**src/inc/dii_consts.svh**
```systemverilog
/*
 * Constants of the drive input interpreter: register address, field
 * positions, reset value, input midpoint and timing figures.
 * Assumes inclusion by bare name from design and bench files.
 */
`ifndef DII_CONSTS_SVH
`define DII_CONSTS_SVH

// ==========================================================
// register map
`define DII_CTRL_ADDR 8'h1C
`define DII_CTRL_RST 8'hF5
`define DII_POL_BIT 7
`define DII_BGR_BIT 6
`define DII_ST_HI 5
`define DII_ST_LO 4
`define DII_BLK_HI 3
`define DII_BLK_LO 2
`define DII_DEC_HI 1
`define DII_DEC_LO 0

// ==========================================================
// drive code
`define DII_MID_CODE 8'h80
`define DII_SIGN_FLIP 8'h80
`define DII_ZERO_AMP 9'h000

// ==========================================================
// timing
`define DII_CLK_NS 10
`define DII_NS_PER_US 1000
`define DII_ST0_US 150
`define DII_ST1_US 200
`define DII_ST2_US 250
`define DII_ST3_US 300

`endif

```
**src/inc/dii_pkg.sv**
```systemverilog
/*
 * Types of the drive input interpreter.
 * Assumes nothing of its surroundings.
 */
package dii_pkg;

  typedef logic signed [8:0] dii_amp_t;
  typedef logic [15:0] dii_cyc_t;

  typedef enum logic [1:0] {
    DII_UNIDIR,
    DII_BIDIR_OPEN,
    DII_BIDIR_CLOSED
  } dii_mode_t;

endpackage : dii_pkg

```
**src/inc/dii_tmr_if.sv**
```systemverilog
/*
 * Link between the interpreter and its sampling-period timer.
 * Assumes both ends run on the same clock.
 */
`timescale 1ns/1ps
interface dii_tmr_if;
  logic [15:0] period_cycles;
  logic tick;

  modport ctrl (output period_cycles, input tick);
  modport tmr (input period_cycles, output tick);
endinterface : dii_tmr_if

```
**src/hw/dii_sample_timer.sv**
```systemverilog
/*
 * Resonance sampling-period timer: one-cycle tick every period_cycles
 * clocks; restarts when the period changes.
 * Assumes period_cycles is at least one and comes from the same clock.
 */
`timescale 1ns/1ps
module dii_sample_timer (
  // clock and reset
  input wire logic i_clk_sys,
  input wire logic i_rst_n,
  // link to interpreter
  dii_tmr_if.tmr tmr
);
  import dii_pkg::*;

  // ==========================================================
  // counter
  dii_cyc_t count;
  dii_cyc_t last_period;
  logic tick_q;
  wire logic period_changed = (last_period != tmr.period_cycles);
  wire logic at_end = (count <= 16'h0001);
  wire dii_cyc_t next_count = (period_changed || at_end) ?
                              tmr.period_cycles : count - 16'h0001;

  always_ff @(posedge i_clk_sys or negedge i_rst_n) begin
    if (!i_rst_n) begin
      count <= 16'h0000;
      last_period <= 16'h0000;
      tick_q <= 1'b0;
    end else begin
      count <= next_count;
      last_period <= tmr.period_cycles;
      tick_q <= at_end && !period_changed;
    end
  end

  assign tmr.tick = tick_q;

endmodule : dii_sample_timer

```
**src/hw/dii_top.sv**
```systemverilog
/*
 * Drive input interpreter: control register, mapping of input drive
 * codes to signed amplitude, braking decision, brake gain reduction and
 * resonance sampling tick.
 * Assumes drive codes, loop mode and feedback flags come from logic on
 * i_clk_sys; the register port is the device's internal register access.
 */
`timescale 1ns/1ps
`include "dii_consts.svh"
module dii_top #(
  parameter logic [15:0] P_SAMPLE_CYC_0 =
    16'(`DII_ST0_US * `DII_NS_PER_US / `DII_CLK_NS),
  parameter logic [15:0] P_SAMPLE_CYC_1 =
    16'(`DII_ST1_US * `DII_NS_PER_US / `DII_CLK_NS),
  parameter logic [15:0] P_SAMPLE_CYC_2 =
    16'(`DII_ST2_US * `DII_NS_PER_US / `DII_CLK_NS),
  parameter logic [15:0] P_SAMPLE_CYC_3 =
    16'(`DII_ST3_US * `DII_NS_PER_US / `DII_CLK_NS)
) (
  // clock and reset
  input wire logic i_clk_sys,
  input wire logic i_rst_n,
  // register access
  input wire logic [7:0] i_reg_addr,
  input wire logic i_reg_wr,
  input wire logic i_reg_rd,
  input wire logic [7:0] i_reg_wdata,
  output logic [7:0] o_reg_rdata,
  // drive input and loop state
  input wire logic [7:0] i_drive_code,
  input wire logic i_closed_loop,
  input wire logic i_fb_brake_req,
  input wire logic i_brake_near_done,
  // interpreted drive
  output dii_pkg::dii_amp_t o_amp,
  output logic o_brake,
  output logic o_gain_reduce,
  output dii_pkg::dii_mode_t o_mode,
  // timing selections
  output logic o_sample_tick,
  output logic [1:0] o_blanking_sel,
  output logic [1:0] o_current_decay_period
);
  import dii_pkg::*;

  // ==========================================================
  // control register
  logic [7:0] drive_interpretation_control;
  wire logic hit = (i_reg_addr == `DII_CTRL_ADDR);
  wire logic wr_hit = i_reg_wr && hit;
  wire logic rd_hit = i_reg_rd && hit;
  wire logic input_polarity_mode = drive_interpretation_control[`DII_POL_BIT];
  wire logic brake_gain_reduce = drive_interpretation_control[`DII_BGR_BIT];
  wire logic [1:0] sample_sel =
    drive_interpretation_control[`DII_ST_HI:`DII_ST_LO];
  // bits 3:0 are only passed on; their meaning lives downstream
  wire logic [1:0] blanking_field =
    drive_interpretation_control[`DII_BLK_HI:`DII_BLK_LO];
  wire logic [1:0] decay_field =
    drive_interpretation_control[`DII_DEC_HI:`DII_DEC_LO];
  // unmapped reads return zero
  wire logic [7:0] next_rdata =
    rd_hit ? drive_interpretation_control : 8'h00;

  always_ff @(posedge i_clk_sys or negedge i_rst_n) begin
    if (!i_rst_n) begin
      drive_interpretation_control <= `DII_CTRL_RST;
    end else if (wr_hit) begin
      drive_interpretation_control <= i_reg_wdata;
    end
  end

  always_ff @(posedge i_clk_sys or negedge i_rst_n) begin
    if (!i_rst_n) begin
      o_reg_rdata <= 8'h00;
    end else if (i_reg_rd) begin
      o_reg_rdata <= next_rdata;
    end
  end

  // ==========================================================
  // mode decode
  // loop state only matters once bidirectional input is chosen
  dii_mode_t next_mode;
  always_comb begin
    if (!input_polarity_mode) begin
      next_mode = DII_UNIDIR;
    end else if (i_closed_loop) begin
      next_mode = DII_BIDIR_CLOSED;
    end else begin
      next_mode = DII_BIDIR_OPEN;
    end
  end

  // ==========================================================
  // amplitude mapping, linear except in closed loop, where codes up to the midpoint give zero
  wire logic [7:0] centered = i_drive_code ^ `DII_SIGN_FLIP;
  wire dii_amp_t amp_uni = {1'b0, i_drive_code};
  wire dii_amp_t amp_bidir = {centered, 1'b0};
  wire logic above_mid = (i_drive_code > `DII_MID_CODE);
  wire logic below_mid = (i_drive_code < `DII_MID_CODE);
  // the exact midpoint gives zero, like everything below it
  wire dii_amp_t amp_closed = above_mid ? amp_bidir : `DII_ZERO_AMP;

  dii_amp_t next_amp;
  logic next_brake;
  always_comb begin
    case (next_mode)
      DII_UNIDIR: begin
        next_amp = amp_uni;
        next_brake = i_fb_brake_req;
      end
      DII_BIDIR_OPEN: begin
        next_amp = amp_bidir;
        next_brake = below_mid;
      end
      DII_BIDIR_CLOSED: begin
        next_amp = amp_closed;
        next_brake = i_fb_brake_req;
      end
      default: begin
        next_amp = `DII_ZERO_AMP;
        next_brake = 1'b0;
      end
    endcase
  end

  // lower gain only while a brake is close to finishing
  wire logic next_gain_reduce =
    brake_gain_reduce && next_brake && i_brake_near_done;

  // each output has its own flop, all launched on the same edge
  always_ff @(posedge i_clk_sys or negedge i_rst_n) begin
    if (!i_rst_n) begin
      o_amp <= `DII_ZERO_AMP;
    end else begin
      o_amp <= next_amp;
    end
  end

  always_ff @(posedge i_clk_sys or negedge i_rst_n) begin
    if (!i_rst_n) begin
      o_brake <= 1'b0;
    end else begin
      o_brake <= next_brake;
    end
  end

  always_ff @(posedge i_clk_sys or negedge i_rst_n) begin
    if (!i_rst_n) begin
      o_gain_reduce <= 1'b0;
    end else begin
      o_gain_reduce <= next_gain_reduce;
    end
  end

  always_ff @(posedge i_clk_sys or negedge i_rst_n) begin
    if (!i_rst_n) begin
      o_mode <= DII_BIDIR_OPEN;
    end else begin
      o_mode <= next_mode;
    end
  end

  // ==========================================================
  // sampling period and timing fields
  // the timer restarts on any period change, so a new setting acts at once
  dii_tmr_if tmr_link ();
  logic [15:0] period_sel;
  always_comb begin
    case (sample_sel)
      2'h0: period_sel = P_SAMPLE_CYC_0;
      2'h1: period_sel = P_SAMPLE_CYC_1;
      2'h2: period_sel = P_SAMPLE_CYC_2;
      default: period_sel = P_SAMPLE_CYC_3;
    endcase
  end
  assign tmr_link.period_cycles = period_sel;

  dii_sample_timer u_timer (
    .i_clk_sys (i_clk_sys),
    .i_rst_n (i_rst_n),
    .tmr (tmr_link)
  );

  // tick passes one more flop so the port leaves a register
  always_ff @(posedge i_clk_sys or negedge i_rst_n) begin
    if (!i_rst_n) begin
      o_sample_tick <= 1'b0;
    end else begin
      o_sample_tick <= tmr_link.tick;
    end
  end

  always_ff @(posedge i_clk_sys or negedge i_rst_n) begin
    if (!i_rst_n) begin
      o_blanking_sel <= 2'h0;
    end else begin
      o_blanking_sel <= blanking_field;
    end
  end

  always_ff @(posedge i_clk_sys or negedge i_rst_n) begin
    if (!i_rst_n) begin
      o_current_decay_period <= 2'h0;
    end else begin
      o_current_decay_period <= decay_field;
    end
  end

endmodule : dii_top

```
**config.mk**
```make
export PLATFORM = sky130hd
export DESIGN_NAME = dii_top
export DESIGN_NICKNAME = d
export VERILOG_FILES = /design/src/inc/dii_pkg.sv /design/src/inc/dii_tmr_if.sv /design/src/hw/dii_sample_timer.sv /design/src/hw/dii_top.sv
export VERILOG_INCLUDE_DIRS = /design/src /design/src/inc
export SDC_FILE = /design/constraint.sdc
export NUM_CORES = 1
export LEC_CHECK = 0
export BUFFER_PORTS_ARGS = -buffer_cell sky130_fd_sc_hd__buf_4
export CELL_PAD_IN_SITES_DETAIL_PLACEMENT = 1
export CELL_PAD_IN_SITES_GLOBAL_PLACEMENT = 1
export CORE_ASPECT_RATIO = 0.75
export CORE_MARGIN = 5
export CORE_UTILIZATION = 44
export DETAILED_ROUTE_END_ITERATION = 10
export PLACE_DENSITY = 0.88
export SETUP_SLACK_MARGIN = 0.15
export SYNTH_ARGS = -nofsm -noshare
export SYNTH_HDL_FRONTEND = slang
export SYNTH_HIERARCHICAL = 1
export SYNTH_SLANG_ARGS = --single-unit
export TNS_END_PERCENT = 20
```
**constraint.sdc**
```tcl
create_clock -name i_clk_sys -period 3.1 [get_ports i_clk_sys]
set_clock_uncertainty 0.15 [all_clocks]
set_input_delay 0.31 -clock i_clk_sys [delete_from_list [all_inputs] [get_ports i_clk_sys]]
set_output_delay 0.31 -clock i_clk_sys [all_outputs]
set_load 0.01 [all_outputs]
```
# Word-level counts from Yosys, hierarchy flattened
# Cells that the tools add are included.
# word_totals
word_cells,41
out_inout_bits,26
input_bits,31
reg_bits,66
# classes
addsub,1
reduce_logical,10
n_lt_le_gt_ge,3
n_eq_ne,6
mux,8
bitwise,1
# ops
op,count
15-bit case mux with 3 select lines,1
9-bit case mux with 3 select lines,1
16-bit by 1-bit <= comparator with 1-bit output (second input constant),1
16-bit two-way mux,1
16-bit by 1-bit subtractor with 16-bit output (second input constant),1
15-bit inequality test,1
9-bit two-way mux,1
8-bit by 5-bit equality test with 1-bit output (second input constant),1
8-bit > comparator (second input constant),1
8-bit < comparator (second input constant),1
8-bit two-way mux,1
1-bit logical AND,5
2-bit by 1-bit equality test with 1-bit output (second input constant),2
2-bit equality test (second input constant),2
2-bit zero test,2
2-bit two-way mux,2
1-bit case mux with 2 select lines,1
2-bit OR reduction,1
1-bit zero test,1
1-bit logical OR,1
1-bit inverter,1

# Longest topological paths before layout
# Gate-level depths: netlist (run 1).
# depth
word_depth,7
ltp_mapped,11
depth_no_buf,9

# Cells and area by module
# The synthesis (run 1) kept the hierarchy.
# by_module_without_submodules
mod,seq_area_each_um2,area_per_inst_um2,cells_each,n_inst
dii_sample_timer,825.8,1582.8,122,1
dii_top,859.6,1401.3,120,1

# Worst setup path after synthesis (run 1)
# OpenSTA, ideal clock, no wires.
# synth_path
path_kind,register -> register
from,register drive_interpretation_control[4]
to,register u_timer.count[10]
n_path_buf,2
setup_time_ns,0.125
t_required_ns,2.825
path_stages_with_launch,11
arrival_ns,2.390
synth_period_minus_slack_ns,2.665
slack_ns,0.435
path_cell_list,dfstp_2 inv_1 ha_1 or2_2 xor2_1 nor4_1 nand4_1 nor2b_1 buf_6 buf_12 mux2_4
# synth_via
elab_chain_cells,5
elab_cells_between_ends,7
cone_classes,3 x eq/ne; 2 x mux; 2 x reduce/logical
# synth_rtl
item,line_no,source
start: declaration,dii_top.sv:48,logic [7:0] drive_interpretation_control;
start signal: assignment,dii_top.sv:67,drive_interpretation_control <= `DII_CTRL_RST;
start signal: assignment,dii_top.sv:69,drive_interpretation_control <= i_reg_wdata;
2-bit equality test (tied with other cells),dii_top.sv:171,case (sample_sel)
15-bit case mux with 3 select lines (*),dii_top.sv:171,
named net period_sel[3],dii_top.sv:169,logic [15:0] period_sel;
15-bit inequality test (*),dii_sample_timer.sv:21,wire logic period_changed = (last_period != tmr.period_cycles);
1-bit logical OR (*),dii_sample_timer.sv:23,wire dii_cyc_t next_count = (period_changed || at_end) ?
16-bit two-way mux (*),dii_sample_timer.sv:23,
named net u_timer.next_count[10],dii_sample_timer.sv:23,
end signal: assignment,dii_sample_timer.sv:32,count <= next_count;
end: declaration,dii_sample_timer.sv:18,dii_cyc_t count;
# The timed path passes the listed nets; every way through them passes the cells marked *.
# A chain may end at the register's enable or synchronous reset.

# Final worst setup path (run 1)
# layout_path
from,register drive_interpretation_control[4]
to,register u_timer.count[4]
# The elaborated chain is that of the path after synthesis.

==> flow_metrics.tcl, run 1 <==
set metrics [dict create \
    period_share_pct 91.3 \
    drive_gt1_share_pct 35.5 \
    overflow 0 \
    ff2ff_setup_slack_ns 0.27 \
    fin_crit_ns 2.83 \
    p_leak_nw 1.79 \
    worst-path-max-fanout 9 \
    crit_path_start "drive_interpretation_control[4]" \
    drt-total-wl_um 6620 \
    fin_ws_ns 0.269 \
    numCtsBuffers 9 \
    die_w_um 105 \
    hold_viol 0 \
    relSlewSlack_pct 43.6 \
    netlist_instances 242 \
    critical_path_depth 9 \
    fp.dieH_um 81.3 \
    diodes 0 \
    grt_pass1_vias 2260 \
    die_area_um2 8550 \
    layout.nets 366 \
    synth_edf_count 0 \
    r2r_end "u_timer/count[4]" \
    total_power_mw 1.95 \
    arrival_ns 2.90 \
    worstReg2RegStart "drive_interpretation_control[4]" \
    place_hpwl_um 4780 \
    synth.area.top_cells "dfrtp_1, xor2_1, dfstp_2, mux2_2, mux2_4" \
    setup_viol 0 \
    fin_setup_tns_ns 0 \
    area_growth_pct 28.0 \
    rsz0062_at_grt "no" \
    clk_path_buf_depth 2 \
    yosysWarnings 6 \
    path_class "flop to flop" \
    synth_seq_area_share_pct 56.5 \
    pre_cts_ws_ns 0.212 \
    cts_root_buffer "clkbuf_8" \
    routabilityCongestion 0.749 \
    grt_pass1_wl_um 10900 \
    critical_path.slowest_cell "dfstp_2" \
    max_slew.worst_pin.slew_ns 0.845 \
    core_area_um2 6700 \
    rr_worst_depth 9 \
    grt_start_max_net_pins 68 \
    worstSetupEndpointType "flop" \
    drv_slew 0 \
    start_util_pct 44.5 \
    crit_path_end "u_timer/count[4]" \
    p_comb_share_pct 11.2 \
    drt_first_pass_iters 4 \
    dpl.cell_count 393 \
    fmax_ghz 0.353 \
    antenna_found_initial 0 \
    seq_area_um2 1690 \
    crit_buf_inv 2 \
    swShare_pct 23.7 \
    clk_latency_ns 0.34 \
    cts_max_level 3 \
    status "finished clean" \
    cts.sinks 67 \
    fillers 708 \
    row_count 26 \
    worstPathRequired_ns 3.17 \
    avgSynthCellArea_um2 12.3 \
    p_int_mw 1.49 \
    clkSlewWorstSetupHoldPaths_ns 0.07 \
    synth_area_leader_cell "dfrtp_1" \
    ant_nets 0 \
    num_vias 1990 \
    clkPwrFrac_pct 39.5 \
    cp-start-kind "flop" \
    async_reset_ff_share_pct 100 \
    cts_tree "done" \
    ys_ff_latch 67 \
    portBuffers 56 \
    critPathTopFamily "simple AND/OR/NAND/NOR gates" \
    drt_iter0_markers 40 \
    via_per_inst 4.78 \
    grtUsageTotal_pct 16.7 \
    synth_area_um2 2980 \
    synth_top_area_share_pct 50.3 \
    finalNonFillerCells 416 \
    p_sw_uw 461 \
    p_per_area_nw_per_um2 510 \
    peakVddDrop_mv 0.327 \
    routedWlPerCell_um 15.9 \
    seq_power_share_pct 49.2 \
    drc 0 \
    critPathMaxStageDelay_ns 0.57 \
    yosysUniqueCellTypes 37 \
    max-cap-violations 0 \
    crit_chain "inv_1 > ha_1 > or2_2 > xor2_1 > nor4_1 > nand4_1 > nor2b_2 > buf_6 > mux2_2" \
    dominantRegCellSynth "dfrtp_1" \
    hp-class "input port to flop" \
    multiInputGateArea_um2 1210 \
    io_pins 57 \
]
timing repair:
action                                  CTS  global route
buffers inserted                          0             3
hold endpoints to repair                 62             0
endpoints found under the setup margin    0            11
gates resized for setup                   0             2
hold buffers                              4             0
cell type report:
class | count | area share [%]
clock buffer | 11 | 3.44
sequential | 67 | 44.1
inverter | 25 | 2.46
timing repair buffer | 67 | 13.5
tap | 84 | 2.75
clock inverter | 5 | 2.03
multi-input combinational | 157 | 31.7
state kept, by name, indices dropped and copies added (netlist names), 2 cells and up:
signal                        flops
u_timer/last_period              16
o_current_decay_period            2
o_reg_rdata                       8
o_blanking_sel                    2
o_mode                            2
o_amp                             9
drive_interpretation_control      8
u_timer/count                    16
worst min path at each step:
| stage | start | to | slack (ns) | depth (start not counted) |
|---|---|---|---|---|
| 2_1_floorplan | i_rst_n | drive_interpretation_control[1] | -0.14 | 0 |
| 3_3_place_gp | u_timer/tmr.tick | o_sample_tick | 0.18 | 0 |
| 3_5_place_dp | u_timer/tmr.tick | o_sample_tick | 0.20 | 0 |
| 4_1_cts | i_reg_wdata[7] | drive_interpretation_control[7] | 0.02 | 2 |
| 5_1_grt | i_reg_wdata[7] | drive_interpretation_control[7] | 0.02 | 2 |
| 6_report | i_reg_wdata[7] | drive_interpretation_control[7] | 0.05 | 2 |
metal layers:
layer | track usage (%) | vias up | part of all wire (%)
li1 | - | 947 | -
met1 | 18.2 | 981 | 41
met2 | 28.8 | 57 | 49
met3 | 9.45 | 5 | 9.0
met4 | 3.83 | 0 | 0.89
met5 | 0 | - | 0
per-stage QoR:
stage	hold slack (ns)	area [um^2]	util [%]
4_1_cts	0.0239	3790	56.6
3_3_place_gp	0.183	3540	52.8
5_1_grt	0.0162	3820	57.0
2_1_floorplan	-0.136	3040	-
3_5_place_dp	0.199	3540	52.8
6_report	0.0491	3820	57.0
synthesized netlist by cell type (2+ instances only):
cell	number
nand3_1	3
clkbuf_1	3
and2_1	2
mux2_2	14
nor2_1	12
dfrtp_1	60
mux2i_1	2
ha_1	8
xnor2_1	8
nor2b_1	4
dfstp_2	7
nand2_1	16
inv_1	25
mux2_4	8
o22ai_1	14
or4_4	2
nor3_1	2
nand4_1	2
or3_1	3
or2_2	4
xor2_1	22
nor4_1	6
cells in the final DEF, fill, tap and decap left out, types with 3 or more instances in the layout:
cell / synthesis / layout
nor2b_1: 4 / 3
nor2_1: 12 / 12
mux2_4: 8 / 8
nand3_1: 3 / 3
nand2_1: 16 / 16
inv_1: 25 / 25
o22ai_1: 14 / 14
or2_2: 4 / 4
conb_1: 1 / 15
ha_1: 8 / 8
xnor2_1: 8 / 8
buf_4: 0 / 62
clkbuf_8: 0 / 9
dfstp_2: 7 / 7
xor2_1: 22 / 22
or3_1: 3 / 3
nor4_1: 6 / 6
mux2_2: 14 / 14
dfrtp_1: 60 / 60
dlygate4sd3_1: 0 / 4
cells by family after synthesis:
logic type,count (synthesis),share of synthesized area [%]
DFF,67,56.5
and+or+nand+nor,64,13.0
buffers and inverters,32,4.86
xor gates and xnor gates,30,8.80
muxes,24,9.98
AOI/OAI and AO/OA,16,3.35
adders and majority gates,8,3.35
other,1,0.126
power groups by stage:
stage	clock network, mW	registers (mW)	logic (mW)
2_1_floorplan	0	0.969	0.116
3_3_place_gp	0	0.971	0.203
3_5_place_dp	0	0.975	0.213
4_1_cts	0.796	0.959	0.218
5_1_grt	0.845	0.963	0.241
6_report	0.770	0.958	0.218
No activity file was read; power rests on OpenSTA's default activity.
==> run 2, diff against run 1 <==
clock period = 3.2 ns   (was 3.1 ns; I/O delays follow)
==> run 2 against run 1 <==
Effect of this change: sequential power decreased by 3.1%; clock power decreased by 9.6%; combinational power decreased by 5%; critical path depth unchanged; fmax decreased by 1.4%; worst hold slack improved by 0.0057 ns; critical path type unchanged.
==> flow_metrics.tcl, run 2 (same netlist as run 1, synthesis figures left out) <==
set metrics [dict create \
    p_leak_nw 1.75 \
    grt_start_max_net_pins 68 \
    peakVddDrop_mv 0.362 \
    worst-path-max-fanout 16 \
    ant_nets 0 \
    crit_chain "inv_1 > ha_1 > or2_2 > xor2_1 > nor4_1 > nand4_1 > nor2b_1 > buf_6 > mux2_2" \
    portBuffers 56 \
    critPathMaxStageDelay_ns 0.58 \
    drt_first_pass_iters 4 \
    reg_top3 "u_timer/count (16), u_timer/last_period (16), o_amp (9)" \
    fp.dieH_um 81.3 \
    fin_crit_ns 2.87 \
    grt_pass1_vias 2255 \
    path_class "flop to flop" \
    max-cap-violations 0 \
    max_slew.worst_pin.slew_ns 0.849 \
    cp-start-kind "flop" \
    critPathTopFamily "simple AND/OR/NAND/NOR gates" \
    place_hpwl_um 4880 \
    drc 0 \
    dpl.cell_count 391 \
    finalNonFillerCells 410 \
    die_w_um 105 \
    row_count 26 \
    drt_iter0_markers 30 \
    core_area_um2 6700 \
    crit_buf_inv 2 \
    cts_tree "done" \
    antenna_found_initial 0 \
    mostFrequentLayoutCells "dfrtp_1, buf_4, inv_1" \
    min_path_cells 2 \
    p_per_area_nw_per_um2 487 \
    via_per_inst 4.87 \
    fin_setup_tns_ns 0 \
    status "finished clean" \
    fillers 717 \
    drive_gt1_share_pct 35.0 \
    rr_worst_depth 9 \
    drv_slew 0 \
    hold_viol 0 \
    placed_area_um2 3530 \
    cts_max_level 3 \
    die_area_um2 8550 \
    cts.sinks 67 \
    area_growth_pct 26.0 \
    clk_path_buf_depth 2 \
    grt_pass1_wl_um 11200 \
    layout.nets 360 \
    drt-total-wl_um 6660 \
    cts_setup_buffers 0 \
    setup_viol 0 \
    worstPathRequired_ns 3.28 \
    cts_root_buffer "clkbuf_8" \
    mostFrequentLayoutCell "dfrtp_1" \
    critical_path.slowest_cell "dfstp_2" \
    holdWs_ns 0.0548 \
    routedWlPerCell_um 16.3 \
    clkSlewWorstSetupHoldPaths_ns 0.07 \
    design_area_um2 3760 \
    grtUsageTotal_pct 16.8 \
    fmax_ghz 0.348 \
    diodes 0 \
    rsz0062_at_grt "no" \
    final_core_util_pct 56.1 \
    arrival_ns 2.95 \
    period_share_pct 89.8 \
    min_from "i_reg_wdata[0]" \
    ff2ff_setup_slack_ns 0.33 \
    num_vias 1998 \
    io_pins 57 \
    worstSetupEndpointType "flop" \
    start_util_pct 44.5 \
    numCtsBuffers 9 \
    routabilityCongestion 0.737 \
    r2r_end "u_timer/count[3]" \
    worstReg2RegStart "drive_interpretation_control[4]" \
    overflow 0 \
    holdPathEnd "drive_interpretation_control[0]" \
    hp-class "input port to flop" \
    relSlewSlack_pct 43.4 \
    clk_latency_ns 0.34 \
]
-- run 2: timing repair --
| action | 4_1_cts | 5_1_grt |
|---|---|---|
| hold buffers | 3 | 0 |
| gates resized for setup | 0 | 2 |
| endpoints found under the hold margin | 62 | 0 |
| setup endpoints to repair | 0 | 7 |
-- run 2: metal layers --
layer	vias up	track usage (%)	wire length, um	part of all wire (%)
li1	940	-	-	-
met1	992	18.2	2640	40
met2	59	29.3	3320	50
met3	7	9.21	641	9.6
met4	0	3.83	55	0.83
met5	-	0	0	0
-- run 2: how the worst max path moves through the flow --
stage	cells past startpoint	from	end	slack (ns)
after global routing	11	drive_interpretation_control[4]	u_timer/count[3]	0.20
after CTS	9	drive_interpretation_control[4]	u_timer/count[3]	0.25
final	9	drive_interpretation_control[4]	u_timer/count[3]	0.33
after detailed placement	9	drive_interpretation_control[4]	u_timer/count[3]	0.27
after floorplan	10	drive_interpretation_control[4]	u_timer/count[10]	0.54
after global placement	9	drive_interpretation_control[4]	u_timer/count[5]	0.37
-- run 2: power breakdown --
group / leakage (nW) / internal (mW) / switching, mW
Clock: 0.0991 / 0.377 / 0.319
Sequential: 0.797 / 0.895 / 0.0324
Combinational: 0.858 / 0.104 / 0.103
Total: 1.75 / 1.38 / 0.454
-- run 2: final cells by class --
cell class / instances / area, um^2 / share of cell area [%]
Clock buffer: 11 / 141 / 3.76
Clock inverter: 5 / 52.6 / 1.40
Inverter: 25 / 93.8 / 2.50
Multi-Input combinational cell: 157 / 1210 / 32.2
Sequential cell: 67 / 1690 / 44.8
Tap cell: 84 / 105 / 2.80
Timing Repair Buffer: 61 / 469 / 12.5
-- run 2: per-stage QoR --
| stage | worst slack [ns] | total power, mW |
|---|---|---|
| final | 0.327 | 1.83 |
| after global placement | 0.374 | 1.13 |
| after detailed placement | 0.271 | 1.15 |
| after floorplan | 0.535 | 1.05 |
| after CTS | 0.249 | 1.85 |
| after global routing | 0.198 | 1.92 |
==> run 3, diff against run 2 <==
CORE_UTILIZATION = 47   (was 44)
PLACE_DENSITY = 0.93   (was 0.88)
clock period = 3.5 ns   (was 3.2 ns; I/O delays follow)
==> run 3 against run 2 <==
Effect of this change: non-clock buffer count is 2 lower; routed wire length is 4.0% higher; cell area about the same; combinational power is 9% lower; via count down 1.5%; critical path depth unchanged; sequential power down 8.5%; register-to-register slack improved by 0.22 ns; flip-flop and latch count is the same; first-iteration DRC count grew 20%; largest cell class unchanged.
==> flow_metrics.tcl, run 3 (same netlist as run 1, synthesis figures left out) <==
set metrics [dict create \
    status "finished clean" \
    io_pins 57 \
    cts.sinks 67 \
    fin_ws_ns 0.550 \
    critical_path.slowest_cell "dfstp_2" \
    drc 0 \
    core_area_um2 6220 \
    layout.nets 358 \
    row_count 25 \
    rsz0062_at_grt "no" \
    relSlewSlack_pct 45.3 \
    die_w_um 102 \
    fin_crit_ns 2.95 \
    clkSlewWorstSetupHoldPaths_ns 0.07 \
    cts_setup_buffers 0 \
    drt_iter0_markers 36 \
    crit_buf_inv 2 \
    cp-start-kind "flop" \
    reg_top3 "u_timer/count (16), u_timer/last_period (16), o_amp (9)" \
    routabilityCongestion 0.714 \
    clk_latency_ns 0.34 \
    max_slew.worst_pin.slew_ns 0.821 \
    p_per_area_nw_per_um2 468 \
    grtUsageTotal_pct 19.2 \
    grt_pass1_wl_um 11600 \
    hp-class "input port to flop" \
    cts_tree "done" \
    drv_slew 0 \
    antenna_found_initial 0 \
    critPathTopFamily "simple AND/OR/NAND/NOR gates" \
    grt_pass1_vias 2328 \
    setup_viol 0 \
    worstPathRequired_ns 3.57 \
    path_class "flop to flop" \
    drt_first_pass_iters 4 \
    drt-total-wl_um 6930 \
    clk_path_buf_depth 2 \
    portBuffers 56 \
    hold_viol 0 \
    grt_start_max_net_pins 68 \
    pre_cts_ws_ns 0.573 \
    worst-path-max-fanout 16 \
    crit_chain "inv_1 > ha_1 > or2_2 > xor2_1 > nor4_1 > nand4_1 > nor2b_1 > buf_4 > mux2_2" \
    period_share_pct 84.3 \
    fin_setup_tns_ns 0 \
    start_util_pct 47.9 \
    routedWlPerCell_um 17.1 \
    ant_nets 0 \
    overflow 0 \
    num_vias 1969 \
    max-cap-violations 0 \
    via_per_inst 4.86 \
    cts_resized 0 \
    place_hpwl_um 4860 \
    cts_root_buffer "clkbuf_8" \
    critPathMaxStageDelay_ns 0.58 \
    cts_max_level 3 \
    diodes 0 \
    peakVddDrop_mv 0.310 \
    mostFrequentLayoutCells "dfrtp_1, buf_4, inv_1" \
    die_area_um2 8060 \
    hold_buffers 2 \
    fp.dieH_um 79.0 \
    fmax_ghz 0.339 \
    p_leak_nw 1.76 \
    mostFrequentLayoutCell "dfrtp_1" \
    fillers 658 \
    drive_gt1_share_pct 34.6 \
    area_growth_pct 26.1 \
    numCtsBuffers 9 \
    worstSetupEndpointType "flop" \
    arrival_ns 3.02 \
]
==> run 3: worst register-to-register path, stage by stage, from the launching register on <==
cell and delay (ns):
dfstp_2 0.58, inv_1 0.10, ha_1 0.22, or2_2 0.37
xor2_1 0.17, nor4_1 0.26, nand4_1 0.17, nor2b_1 0.14
buf_4 0.29, mux2_2 0.39
==> run 3: path summary, 6_finish.rpt <==
| check | start | endpoint | slack [ns] | cells after the start |
|---|---|---|---|---|
| max in group asynchronous | i_rst_n | drive_interpretation_control[3] | 2.17 | 2 |
| worst max-delay path | drive_interpretation_control[4] | u_timer/count[3] | 0.55 | 9 |
| worst min-delay path | i_drive_code[7] | o_amp[8] | 0.03 | 2 |
| worst min register to register | u_timer/tmr.tick | o_sample_tick | 0.21 | 0 |
| min in group asynchronous | i_rst_n | u_timer/count[0] | 0.50 | 2 |
| worst max register to register | drive_interpretation_control[4] | u_timer/count[3] | 0.55 | 9 |
==> run 3: power breakdown <==
part,leakage [nW],switching (mW),internal (mW)
Clock,0.113,0.285,0.439
Sequential,0.797,0.0304,0.819
Combinational,0.848,0.0954,0.0926
==> run 3: area by class of cell <==
type	instances	area, um^2	share of cell area, %
repair buffers	59	448	11.9
well taps	81	101	2.69
multi-input cells	157	1210	32.1
inverters	25	93.8	2.49
clock inverters	4	72.6	1.93
clock buffers	12	155	4.12
flip-flops and latches	67	1690	44.8
==> run 3: metrics by stage <==
| stage | cells | hold WS, ns | power [mW] | utilization (%) | area [um^2] |
|---|---|---|---|---|---|
| finish | 405 | 0.0349 | 1.76 | 60.4 | 3760 |
| global route | 405 | 0.0154 | 1.85 | 60.4 | 3760 |
| CTS | 405 | 0.0154 | 1.78 | 60.4 | 3760 |
| detailed placement | 387 | 0.200 | 1.05 | 56.5 | 3510 |
| global placement | 387 | 0.184 | 1.04 | 56.5 | 3510 |
| floorplan | 256 | -0.0956 | 0.961 | - | 3040 |
==> run 3: metal layers <==
layer / up-vias / routed length, um / GRT usage [%]
met5: - / 0 / 0
li1: 935 / - / -
met2: 45 / 3620 / 33.7
met4: 0 / 87 / 5.77
met1: 978 / 2760 / 21.1
met3: 11 / 461 / 8.25
